## config.mk

```make
export PLATFORM = sky130hd
export DESIGN_NAME = memref_instruction_exec
export DESIGN_NICKNAME = d
export VERILOG_FILES = /design/src/verilog/memref_pkg.sv /design/src/verilog/memref_alu.sv /design/src/verilog/memref_instruction_exec.sv
export SDC_FILE = /design/constraint.sdc
export NUM_CORES = 1
export LEC_CHECK = 0
export ABC_AREA = 1
export BUFFER_PORTS_ARGS = -buffer_cell sky130_fd_sc_hd__buf_2
export CAP_MARGIN = 20
export CORE_MARGIN = 1
export CORE_UTILIZATION = 57
export DETAILED_ROUTE_END_ITERATION = 10
export PLACE_DENSITY_LB_ADDON = 0.3
export SETUP_SLACK_MARGIN = 0.2
export SLEW_MARGIN = 20
export SYNTH_ARGS = -nofsm -noshare
export SYNTH_HDL_FRONTEND = slang
export SYNTH_SLANG_ARGS = --single-unit
```

## constraint.sdc

```tcl
create_clock -name clock -period 2.3 [get_ports clock]
set_input_delay 0.345 -clock clock [delete_from_list [all_inputs] [get_ports clock]]
set_output_delay 0.345 -clock clock [all_outputs]
set_load 0.01 [all_outputs]
```

## src/verilog/memref_pkg.sv

```systemverilog
// Package for the memory-reference execution block: widths, fields,
// opcodes and the carrier structs shared by the executor and the sim files.
// Assumes a 12-bit word machine with a 4096-word memory.
package memref_pkg;

  localparam int WORD_W = 12;
  localparam int OFS_W  = 7;

  // Instruction field positions (bit 0 is the right-hand, low bit)
  localparam int OPC_HI  = 11;
  localparam int OPC_LO  = 9;
  localparam int IND_BIT = 8;
  localparam int PAGE_BIT = 7;
  localparam int OFS_HI  = 6;

  localparam logic [WORD_W-1:0] ZERO_WORD = 12'h000;
  localparam logic [WORD_W-1:0] ONE_WORD  = 12'h001;
  localparam logic [WORD_W-1:0] RESET_PC  = 12'h000;

  typedef enum logic [2:0] {
    and_op               = 3'h0,
    twos_add_op          = 3'h1,
    isz_op               = 3'h2,
    deposit_clear_acc_op = 3'h3,
    call_subroutine_op   = 3'h4,
    jump_op              = 3'h5,
    io_op                = 3'h6,
    operate_op           = 3'h7
  } opcode_t;

  // Memory request toward core memory
  typedef struct packed {
    logic              rd;
    logic              wr;
    logic [WORD_W-1:0] addr;
    logic [WORD_W-1:0] wdata;
  } mem_req_t;

  // Architectural state visible to the outside
  typedef struct packed {
    logic              link;
    logic [WORD_W-1:0] accumulator;
    logic [WORD_W-1:0] pc;
    logic [WORD_W-1:0] fetch_address_reg;
  } arch_state_t;

endpackage

```

## src/verilog/memref_alu.sv

```systemverilog
// Combinational arithmetic and logic unit for the add and AND
// instructions. Assumes operands already latched by the caller.
`timescale 1ns/1ps
module memref_alu #(
  parameter int W = 12
) (
  input  wire logic [W-1:0] accumulator,
  input  wire logic         link,
  input  wire logic [W-1:0] memory_buffer,
  input  wire logic         do_add,
  output logic      [W-1:0] result,
  output logic              link_out
);

  logic [W:0] sum;

  always_comb begin
    sum = {1'b0, accumulator} + {1'b0, memory_buffer};
    if (do_add) begin
      result   = sum[W-1:0];
      link_out = link ^ sum[W];
    end else begin
      result   = accumulator & memory_buffer;
      link_out = link;
    end
  end

endmodule

```

## src/verilog/memref_instruction_exec.sv

```systemverilog
// Memory-reference instruction executor: fetch sequencing, address
// modes, jump, call, deposit-clear, add and AND.
// Assumes a core memory that answers a read with valid data one
// cycle after mem_req.rd and accepts a write in the request cycle.
`timescale 1ns/1ps
module memref_instruction_exec #(
  parameter int W = memref_pkg::WORD_W
) (
  input  wire logic                    clock,
  input  wire logic                    reset,
  input  wire logic                    run,
  input  wire logic [W-1:0]            mem_rdata,
  output memref_pkg::mem_req_t         mem_req,
  output memref_pkg::arch_state_t      state,
  output logic                         fetch_strobe,
  output logic                         unsupported
);

  typedef enum logic [2:0] {
    st_idle,
    st_fetch,
    st_decode,
    st_defer,
    st_point,
    st_exec_rd,
    st_exec
  } phase_t;

  phase_t                     phase_r;
  logic [W-1:0]               pc_r;
  logic [W-1:0]               fetch_address_reg_r;
  logic [W-1:0]               accumulator_r;
  logic                       link_r;
  logic [W-1:0]               instr_r;
  logic [W-1:0]               ea_r;
  memref_pkg::mem_req_t       mem_req_r;
  logic                       fetch_strobe_r;
  logic                       unsupported_r;
  memref_pkg::opcode_t        opc;
  memref_pkg::opcode_t        fetched_opc;
  logic                       operand_op;
  logic [W-1:0]               direct_ea;
  logic [W-1:0]               alu_result;
  logic                       alu_link;

  assign mem_req      = mem_req_r;
  assign fetch_strobe = fetch_strobe_r;
  assign unsupported  = unsupported_r;
  assign state        = '{link: link_r, accumulator: accumulator_r,
                          pc: pc_r, fetch_address_reg: fetch_address_reg_r};

  assign opc = memref_pkg::opcode_t'(
                 instr_r[memref_pkg::OPC_HI:memref_pkg::OPC_LO]);

  // Opcode of the word on the bus in decode, before instr_r is loaded
  assign fetched_opc = memref_pkg::opcode_t'(
                 mem_rdata[memref_pkg::OPC_HI:memref_pkg::OPC_LO]);
  assign operand_op  = (opc == memref_pkg::and_op) ||
                       (opc == memref_pkg::twos_add_op);

  ////////////////////////////////////////////////////////////////////
  // Address formation

  always_comb begin
    if (mem_rdata[memref_pkg::PAGE_BIT]) begin
      direct_ea = {fetch_address_reg_r[W-1:memref_pkg::OFS_W],
                   mem_rdata[memref_pkg::OFS_HI:0]};
    end else begin
      direct_ea = {{(W-memref_pkg::OFS_W){1'b0}},
                   mem_rdata[memref_pkg::OFS_HI:0]};
    end
  end

  memref_alu #(
    .W (W)
  ) u_alu (
    .accumulator   (accumulator_r),
    .link          (link_r),
    .memory_buffer (mem_rdata),
    .do_add        (opc == memref_pkg::twos_add_op),
    .result        (alu_result),
    .link_out      (alu_link)
  );

  ////////////////////////////////////////////////////////////////////
  // Sequencer

  always_ff @(posedge clock) begin
    if (reset) begin
      phase_r <= st_idle;
    end else begin
      unique case (phase_r)
        st_idle:    if (run) phase_r <= st_fetch;
        st_fetch:   phase_r <= st_decode;
        st_decode: begin
          // Non memory-reference opcodes are not executed here
          if (mem_rdata[memref_pkg::OPC_HI:memref_pkg::OPC_LO] >=
              3'(memref_pkg::io_op)) begin
            phase_r <= st_idle;
          end else if (mem_rdata[memref_pkg::IND_BIT]) begin
            phase_r <= st_defer;
          end else begin
            phase_r <= st_exec_rd;
          end
        end
        // Pointer word arrives the cycle after defer
        st_defer:   phase_r <= st_point;
        st_point:   phase_r <= st_exec_rd;
        st_exec_rd: phase_r <= st_exec;
        st_exec:    phase_r <= run ? st_fetch : st_idle;
      endcase
    end
  end

  ////////////////////////////////////////////////////////////////////
  // Program counter and fetch address

  always_ff @(posedge clock) begin
    if (reset) begin
      pc_r                <= memref_pkg::RESET_PC + memref_pkg::ONE_WORD;
      fetch_address_reg_r <= memref_pkg::RESET_PC;
    end else if (phase_r == st_fetch) begin
      fetch_address_reg_r <= pc_r;
      pc_r                <= pc_r + memref_pkg::ONE_WORD;
    end else if (phase_r == st_exec_rd) begin
      // Fetch address tracks counter minus one to hold the offset
      unique case (opc)
        memref_pkg::jump_op: begin
          pc_r                <= ea_r;
          fetch_address_reg_r <= ea_r - memref_pkg::ONE_WORD;
        end
        memref_pkg::call_subroutine_op: begin
          pc_r                <= ea_r + memref_pkg::ONE_WORD;
          fetch_address_reg_r <= ea_r;
        end
        default: ;
      endcase
    end
  end

  ////////////////////////////////////////////////////////////////////
  // Instruction and effective address

  always_ff @(posedge clock) begin
    if (reset) begin
      instr_r         <= memref_pkg::ZERO_WORD;
      ea_r            <= memref_pkg::ZERO_WORD;
    end else begin
      if (phase_r == st_decode) begin
        instr_r <= mem_rdata;
        ea_r    <= direct_ea;
      end
      if (phase_r == st_point) begin
        ea_r <= mem_rdata;
      end
    end
  end

  ////////////////////////////////////////////////////////////////////
  // Memory requests

  always_ff @(posedge clock) begin
    if (reset) begin
      mem_req_r <= '0;
    end else begin
      mem_req_r <= '0;
      unique case (phase_r)
        st_idle: begin
          if (run) begin
            mem_req_r.rd   <= 1'b1;
            mem_req_r.addr <= pc_r;
          end
        end
        st_exec: begin
          if (run) begin
            mem_req_r.rd   <= 1'b1;
            mem_req_r.addr <= pc_r;
          end
        end
        // Operand read leaves early so data stands in st_exec
        // add and AND only read
        st_decode: begin
          if ((fetched_opc < memref_pkg::io_op) &&
              (mem_rdata[memref_pkg::IND_BIT] ||
               fetched_opc == memref_pkg::and_op ||
               fetched_opc == memref_pkg::twos_add_op)) begin
            mem_req_r.rd   <= 1'b1;
            mem_req_r.addr <= direct_ea;
          end
        end
        st_defer: ;
        st_point: begin
          if (operand_op) begin
            mem_req_r.rd   <= 1'b1;
            mem_req_r.addr <= mem_rdata;
          end
        end
        st_fetch: ;
        st_exec_rd: begin
          unique case (opc)
            memref_pkg::deposit_clear_acc_op: begin
              mem_req_r.wr    <= 1'b1;
              mem_req_r.addr  <= ea_r;
              mem_req_r.wdata <= accumulator_r;
            end
            memref_pkg::call_subroutine_op: begin
              mem_req_r.wr    <= 1'b1;
              mem_req_r.addr  <= ea_r;
              mem_req_r.wdata <= pc_r;
            end
            default: ;
          endcase
        end
      endcase
    end
  end

  ////////////////////////////////////////////////////////////////////
  // Accumulator and link

  always_ff @(posedge clock) begin
    if (reset) begin
      accumulator_r <= memref_pkg::ZERO_WORD;
      link_r        <= 1'b0;
    end else if (phase_r == st_exec) begin
      unique case (opc)
        memref_pkg::and_op, memref_pkg::twos_add_op: begin
          accumulator_r <= alu_result;
          link_r        <= alu_link;
        end
        memref_pkg::deposit_clear_acc_op: begin
          accumulator_r <= memref_pkg::ZERO_WORD;
        end
        default: ;
      endcase
    end
  end

  ////////////////////////////////////////////////////////////////////
  // Status pulses

  always_ff @(posedge clock) begin
    if (reset) begin
      fetch_strobe_r <= 1'b0;
      unsupported_r  <= 1'b0;
    end else begin
      fetch_strobe_r <= (phase_r == st_fetch);
      unsupported_r  <= (phase_r == st_decode) &&
                        (mem_rdata[memref_pkg::OPC_HI:memref_pkg::OPC_LO]
                         >= 3'(memref_pkg::io_op));
    end
  end

  ////////////////////////////////////////////////////////////////////
  // Checks

  // Counter stays one above the fetch address outside st_fetch
  property counter_ahead_p;
    @(posedge clock) disable iff (reset)
      (phase_r != st_fetch) |->
        (pc_r == fetch_address_reg_r + memref_pkg::ONE_WORD);
  endproperty
  counter_ahead_a: assert property (counter_ahead_p)
    else $error("counter not one above fetch address");

  fetch_incr_a: assert property (@(posedge clock) disable iff (reset)
    (phase_r == st_fetch) |=> (fetch_address_reg_r == $past(pc_r)) &&
      (pc_r == $past(pc_r) + memref_pkg::ONE_WORD))
    else $error("fetch did not copy and increment");

  deposit_clear_a: assert property (@(posedge clock) disable iff (reset)
    (phase_r == st_exec_rd && opc == memref_pkg::deposit_clear_acc_op)
      |=> mem_req_r.wr && mem_req_r.wdata == $past(accumulator_r)
      ##0 1'b1 ##1 accumulator_r == memref_pkg::ZERO_WORD)
    else $error("deposit did not store then clear");

  deposit_link_a: assert property (@(posedge clock) disable iff (reset)
    (phase_r == st_exec && opc == memref_pkg::deposit_clear_acc_op)
      |=> $stable(link_r))
    else $error("deposit changed link");

  jump_target_a: assert property (@(posedge clock) disable iff (reset)
    (phase_r == st_exec_rd && opc == memref_pkg::jump_op)
      |=> pc_r == $past(ea_r))
    else $error("jump target not loaded");

  jump_keeps_a: assert property (@(posedge clock) disable iff (reset)
    (phase_r == st_exec && opc == memref_pkg::jump_op)
      |=> $stable(accumulator_r) && $stable(link_r))
    else $error("jump changed accumulator or link");

  call_store_a: assert property (@(posedge clock) disable iff (reset)
    (phase_r == st_exec_rd && opc == memref_pkg::call_subroutine_op)
      |=> mem_req_r.wr && mem_req_r.wdata == $past(pc_r) &&
      pc_r == $past(ea_r) + memref_pkg::ONE_WORD)
    else $error("call did not store return and jump");

  add_result_a: assert property (@(posedge clock) disable iff (reset)
    (phase_r == st_exec && opc == memref_pkg::twos_add_op)
      |=> accumulator_r == W'($past(accumulator_r) + $past(mem_rdata))
      && link_r == ($past(link_r) ^ (({1'b0, $past(accumulator_r)} +
      {1'b0, $past(mem_rdata)}) >> W)))
    else $error("add result or link wrong");

  read_only_a: assert property (@(posedge clock) disable iff (reset)
    (phase_r == st_exec_rd && (opc == memref_pkg::and_op ||
      opc == memref_pkg::twos_add_op)) |=> !mem_req_r.wr)
    else $error("add or AND wrote memory");

  cover_call_c: cover property (@(posedge clock)
    phase_r == st_exec && opc == memref_pkg::call_subroutine_op);
  cover_ind_jump_c: cover property (@(posedge clock)
    phase_r == st_defer ##2 opc == memref_pkg::jump_op);
  cover_add_carry_c: cover property (@(posedge clock)
    phase_r == st_exec && opc == memref_pkg::twos_add_op
    && ({1'b0, accumulator_r} + {1'b0, mem_rdata}) >> W != 0);

endmodule

```

==> results of run 1 <==
[power by group]
part,total [uW],switching (uW),internal (uW)
Sequential,1790,202,1590
Combinational,1190,798,393
Clock,1100,562,536
[through the flow]
stage | util (%) | hold slack [ns] | worst slack, ns
floorplan | - | 0.457 | 0.538
global placement | 64.8 | 0.483 | 0.277
detailed placement | 64.8 | 0.491 | 0.227
CTS | 67.2 | 0.275 | 0.374
global route | 67.3 | 0.276 | 0.243
finish | 67.3 | 0.282 | 0.398
[routing by layer]
metal	track usage (%)	vias up	wire, um
li1	-	2584	-
met4	14.0	0	408
met3	4.27	43	1010
met2	56.8	229	7050
met5	0	-	0
met1	42.0	2501	6240
[logic make-up (layout without fill, tap and decap cells)]
family	after synthesis	count (layout)	synth area share [%]
AND/OR/NAND/NOR	334	334	30.1
AO/OA/AOI/OAI	179	179	20.8
buffers and inverters	113	191	9.41
flip-flops	83	83	33.9
adder cells (fa/ha/maj)	18	18	4.75
XOR/XNOR	6	6	1.07
[layout make-up]
cell class                      instances  share of cell area, %
Timing Repair Buffer                   86                   8.06
Inverter                               89                   6.04
Clock buffer                           11                   2.55
Multi-Input combinational cell        537                   50.0
Tap cell                              105                   2.36
Sequential cell                        83                   29.9
Clock inverter                          5                   1.13
[path summary, 6_finish.rpt]
check	slack, ns	endpoint	from
hold reg to reg	0.50	mem_req[11]	accumulator_r[11]
setup reg to reg	0.40	link_r	accumulator_r[0]
setup / recovery	0.40	link_r	accumulator_r[0]
hold / removal	0.28	mem_req[14]	mem_rdata[2]
[placed cells by master (no fill, tap or decap), drive strengths merged]
cell and n:
buf 86, ha 17, a22oi 2, o21a 1
a211oi 1, o21bai 1, xor2 6, clkinv 3
fa 1, o211ai 8, a31oi 18, nor2 59
nor3 8, nand3 56, o21ai 50, nand2 201
o31ai 1, o22ai 7, nand4 6, a21oi 82
or2 3, inv 88, a21o 1, clkbuf 11
o221ai 6, nor4 1, a32oi 1, dfxtp 83
clkinvlp 2, bufinv 1
[state kept, by name, indices dropped and copies added (netlist names)]
name                 flops
instr_r                  3
mem_req                 26
phase_r                  3
unsupported              1
fetch_strobe             1
accumulator_r           12
ea_r                    12
link_r                   1
pc_r                    12
fetch_address_reg_r     12
[critical path, stage by stage (launching register included)]
cell and delay [ns]:
dfxtp_1 0.34, ha_2 0.21, fa_1 0.41, nand2_1 0.10, nand3_1 0.07, nand2_1 0.10
inv_1 0.07, nand2_1 0.09, nand2_1 0.06, nand2_1 0.06, nand3_1 0.08, a21oi_1 0.15
nor2_1 0.06
==> metrics.cfg, run 1 <==
[critical_path]
rr_worst_depth=12
worstPathMaxFanout=4
cp_data_arrival_time_ns=2.15
crit_path_start_kind=flip-flop
endpoint_kind=flip-flop
required_ns=2.55
critPathKind=flip-flop to flip-flop

[timing]
hold_violations=0
timing.fmax_mhz=526
worst_pin_slew_ns=0.583
setup_violations=0
clock_skew_ns=0.0139
finalCritPeriodShare_pct=82.7
slew_headroom_pct=61.1
rsz0062_at_grt=no
fin_tns_setup_ns=0
maxSlewViolCount=0
finalCriticalPeriod_ns=1.90

[place]
port_buffers=79
dpl_cell_area_mm2=0.00535
dp_hpwl_mm=10.9
place_congestion=0.923
placed_cells=900

[global_route]
grt_pass1_vias=4916
antenna_found_initial=0
grt_max_degree=40
track_usage_pct=33.3
overflow=0
grt_pass1_wl_mm=23.1

[cells_and_area]
areaGrowthSynthToFinish_pct=13.5
design_area_mm2=0.00556
multi_input_area_mm2=0.00278
finalNonFillerCells=916
drive_gt1_share_pct=18.0
final.fill_count=776
layout.nets=839
seqCellArea_mm2=0.00166
antenna_cells=0

[die]
die_w_um=94.7
io_pins=80
die_h_um=94.7
core-area_mm2=0.00826
row_count=33
start_util_pct=59.3
die-area_mm2=0.00896

[clock_tree]
cts_tree=built
clk_path_buf_depth=2
cts_buffers=9
cts_resized=0
clock_latency_ns=0.36
post_cts_buffers=0
cts_hold_buf=0
clk_pin_slew_ns=0.09
htreeDepth=3
cts_root_buf=clkbuf_8
clock-sinks=83

[status]
status=finished, final reports clean

[yosys]
yosysTopAreaCell=dfxtp_1
synth_edf_count=0
synth.area.top_cells=dfxtp_1 34%, nand2_1 15%, a21oi_1 8.3%
netlist_top_cells_count=191 x nand2_1, 83 x dfxtp_1, 81 x a21oi_1, 74 x inv_1, 55 x nand3_1
synthFlopType=dfxtp_1
synth-async-reset-ratio_pct=0
synth.net_count=766
syn_area_per_cell_um2=6.68
yosysMostFrequentCell=nand2_1
yosysTopAreaCellShare_pct=33.9
ys_ff_latch=83
synth_cell_types=41
syn_inst=733
synth_warnings=0
ys_seq_area_share_pct=33.9
synth_area_mm2=0.00489

[power_and_ir_drop]
irDropWorstVdd_v=0.000276
cellPowerDensity_mw_per_mm2=734
p_leak_uw=0.00256
total_power_uw=4080

[min_path]
hold_path.class=input port to flip-flop
hold_depth=3

[drt]
drt_first_iter_violations=272
viasPerCell=5.85
vias=5357
drc_errors=0
routedWlPerCell_um=16.1
final_antenna_net_count=0
drt-total-wl_mm=14.7
firstDrtPassIters=5

[run]
drv_cap=0

(Power assumes the default switching activity.)
==> run 2, diff against run 1 <==
==> constraint.sdc (replaced) <==
create_clock -name clock -period 1.8 [get_ports clock]
set_input_delay 0.27 -clock clock [delete_from_list [all_inputs] [get_ports clock]]
set_output_delay 0.27 -clock clock [all_outputs]
set_load 0.01 [all_outputs]
==> run 2 against run 1 <==
Worst setup slack worse by 0.34 ns. Die area is the same. Register-to-register slack worse by 0.34 ns. Critical path depth decreased by 1. Combinational power increased by 60%. Wire length up 14%. Hold slack worse by 0.059 ns. Non-clock buffer count is 45 higher. Critical path type unchanged. Critical endpoint is now accumulator_r[4]. Largest power group unchanged.
==> metrics.cfg, run 2 (synthesis gave the netlist of run 1 again) <==
[status]
status=finished, final reports clean

[clock_tree]
clk_path_buf_depth=2
clock-sinks=83
cts_tree=built
cts_root_buf=clkbuf_8
cts_buffers=9
clk_pin_slew_ns=0.09
clock_latency_ns=0.37
htreeDepth=3

[min_path]
min_to=mem_req[14]
hold_start=mem_rdata[2]
hold_depth=3
hold_path.class=input port to flip-flop

[die]
die_h_um=94.7
row_count=33
die-area_mm2=0.00896
core-area_mm2=0.00826
io_pins=80
start_util_pct=59.3
die_w_um=94.7

[critical_path]
rr_worst_depth=11
critPathMaxStageDelay_ns=0.35
cp_data_arrival_time_ns=2.03
crit_path_start_kind=flip-flop
critPathKind=flip-flop to flip-flop
critPathBufInv=2
required_ns=2.09
crit_family=adder cells
r2r-start=accumulator_r[0]
path_cells=ha_4 -> fa_2 -> nand2_2 -> nand3_2 -> nand2_2 -> buf_4 -> buf_6 -> a21oi_2 -> o21ai_1 -> o211ai_1 -> a21oi_1
crit_slowest_cell=fa_2
crit_top_cell=nand2_2
endpoint_kind=flip-flop
rrSetupSlack_ns=0.06
reg2reg_to=accumulator_r[4]
worstPathMaxFanout=2

[timing]
fin_ws_ns=0.0561
finalCritPeriodShare_pct=96.9
worst_pin_slew_ns=0.492
finalCriticalPeriod_ns=1.74
slew_headroom_pct=67.2
setup_violations=0
rsz0062_at_grt=yes
hold_violations=0
timing.fmax_mhz=573
maxSlewViolCount=0
clock_skew_ns=0.0153

[drt]
final_antenna_net_count=0
drt-total-wl_mm=16.8
routedWlPerCell_um=17.5
viasPerCell=5.96
drt_first_iter_violations=582
drc_errors=0
firstDrtPassIters=6
vias=5728

[place]
dp_hpwl_mm=11.7
place_congestion=0.967
port_buffers=79
dp_worst_setup_slack_ns=-0.0227

[cells_and_area]
drive_gt1_share_pct=30.0
seqCellArea_mm2=0.00170
multi_input_area_mm2=0.00304
final.fill_count=669
antenna_cells=0
layout.nets=884
areaGrowthSynthToFinish_pct=28.6
layout.cells.most_common=nand2_1
largest_reg_flops=26
final_cell_mix=181 x nand2_1, 79 x buf_2, 76 x a21oi_1

[power_and_ir_drop]
p_leak_uw=0.00288
irDropWorstVdd_v=0.000493
cellPowerDensity_mw_per_mm2=940
total_power_uw=5920

[global_route]
grt_max_degree=40
track_usage_pct=37.4
overflow=0
grt_pass1_vias=5408
antenna_found_initial=0
grt_pass1_wl_mm=25.9

[run]
drv_cap=0

-- run 2: power breakdown --
| group | internal [uW] | total (uW) | leakage (uW) | switching [uW] |
|---|---|---|---|---|
| sequential | 2040 | 2260 | 0.000684 | 227 |
| combinational | 688 | 1900 | 0.00207 | 1210 |
| clock | 1010 | 1750 | 0.000130 | 745 |
| total | 3730 | 5920 | 0.00288 | 2190 |
-- run 2: per-layer routing --
layer	track usage (%)	up-vias	routed length [um]
li1	-	2679	-
met1	45.7	2656	6480
met2	64.4	317	8360
met3	5.15	76	1360
met4	17.6	0	629
met5	0	-	0
-- run 2: area by class of cell --
cell class / count / share of cell area [%]
clock buffers: 11 / 2.41
clock inverters: 5 / 1.71
inverters: 89 / 5.49
multi-input cells: 537 / 48.4
flip-flops and latches: 83 / 27.0
well taps: 105 / 2.09
repair buffers: 131 / 12.9
-- run 2: how the worst max path moves through the flow --
stage,start,to,slack [ns],cells past startpoint
detailed placement,mem_rdata[0],link_r,-0.02,13
global route,accumulator_r[0],accumulator_r[4],-0.03,11
floorplan,accumulator_r[0],link_r,0.16,12
global placement,mem_rdata[0],link_r,0.04,13
CTS,accumulator_r[0],link_r,0.1,12
finish,accumulator_r[0],accumulator_r[4],0.06,11
-- run 2: worst min-delay path: stages --
cell and delay, ns:
buf_2 0.14, nand2_1 0.07, a31oi_1 0.06
-- run 2: through the flow --
stage	instances	area [um^2]	utilization, %	TNS [ns]	hold WS (ns)
5_1_grt	961	6290	76.2	-0.0519	0.235
3_3_place_gp	928	5590	67.7	0	0.489
4_1_cts	945	5900	71.5	0	0.212
3_5_place_dp	928	5590	67.7	-0.0227	0.498
6_report	961	6290	76.2	0	0.223
2_1_floorplan	733	4910	-	0	0.418
-- run 2: timing repair --
action                     CTS  global route
hold buffers                 0             0
gates resized for setup     15            72
buffers inserted             1            16
pin swaps                    5            19
gates cloned                 0             0
setup endpoints to repair   14            48
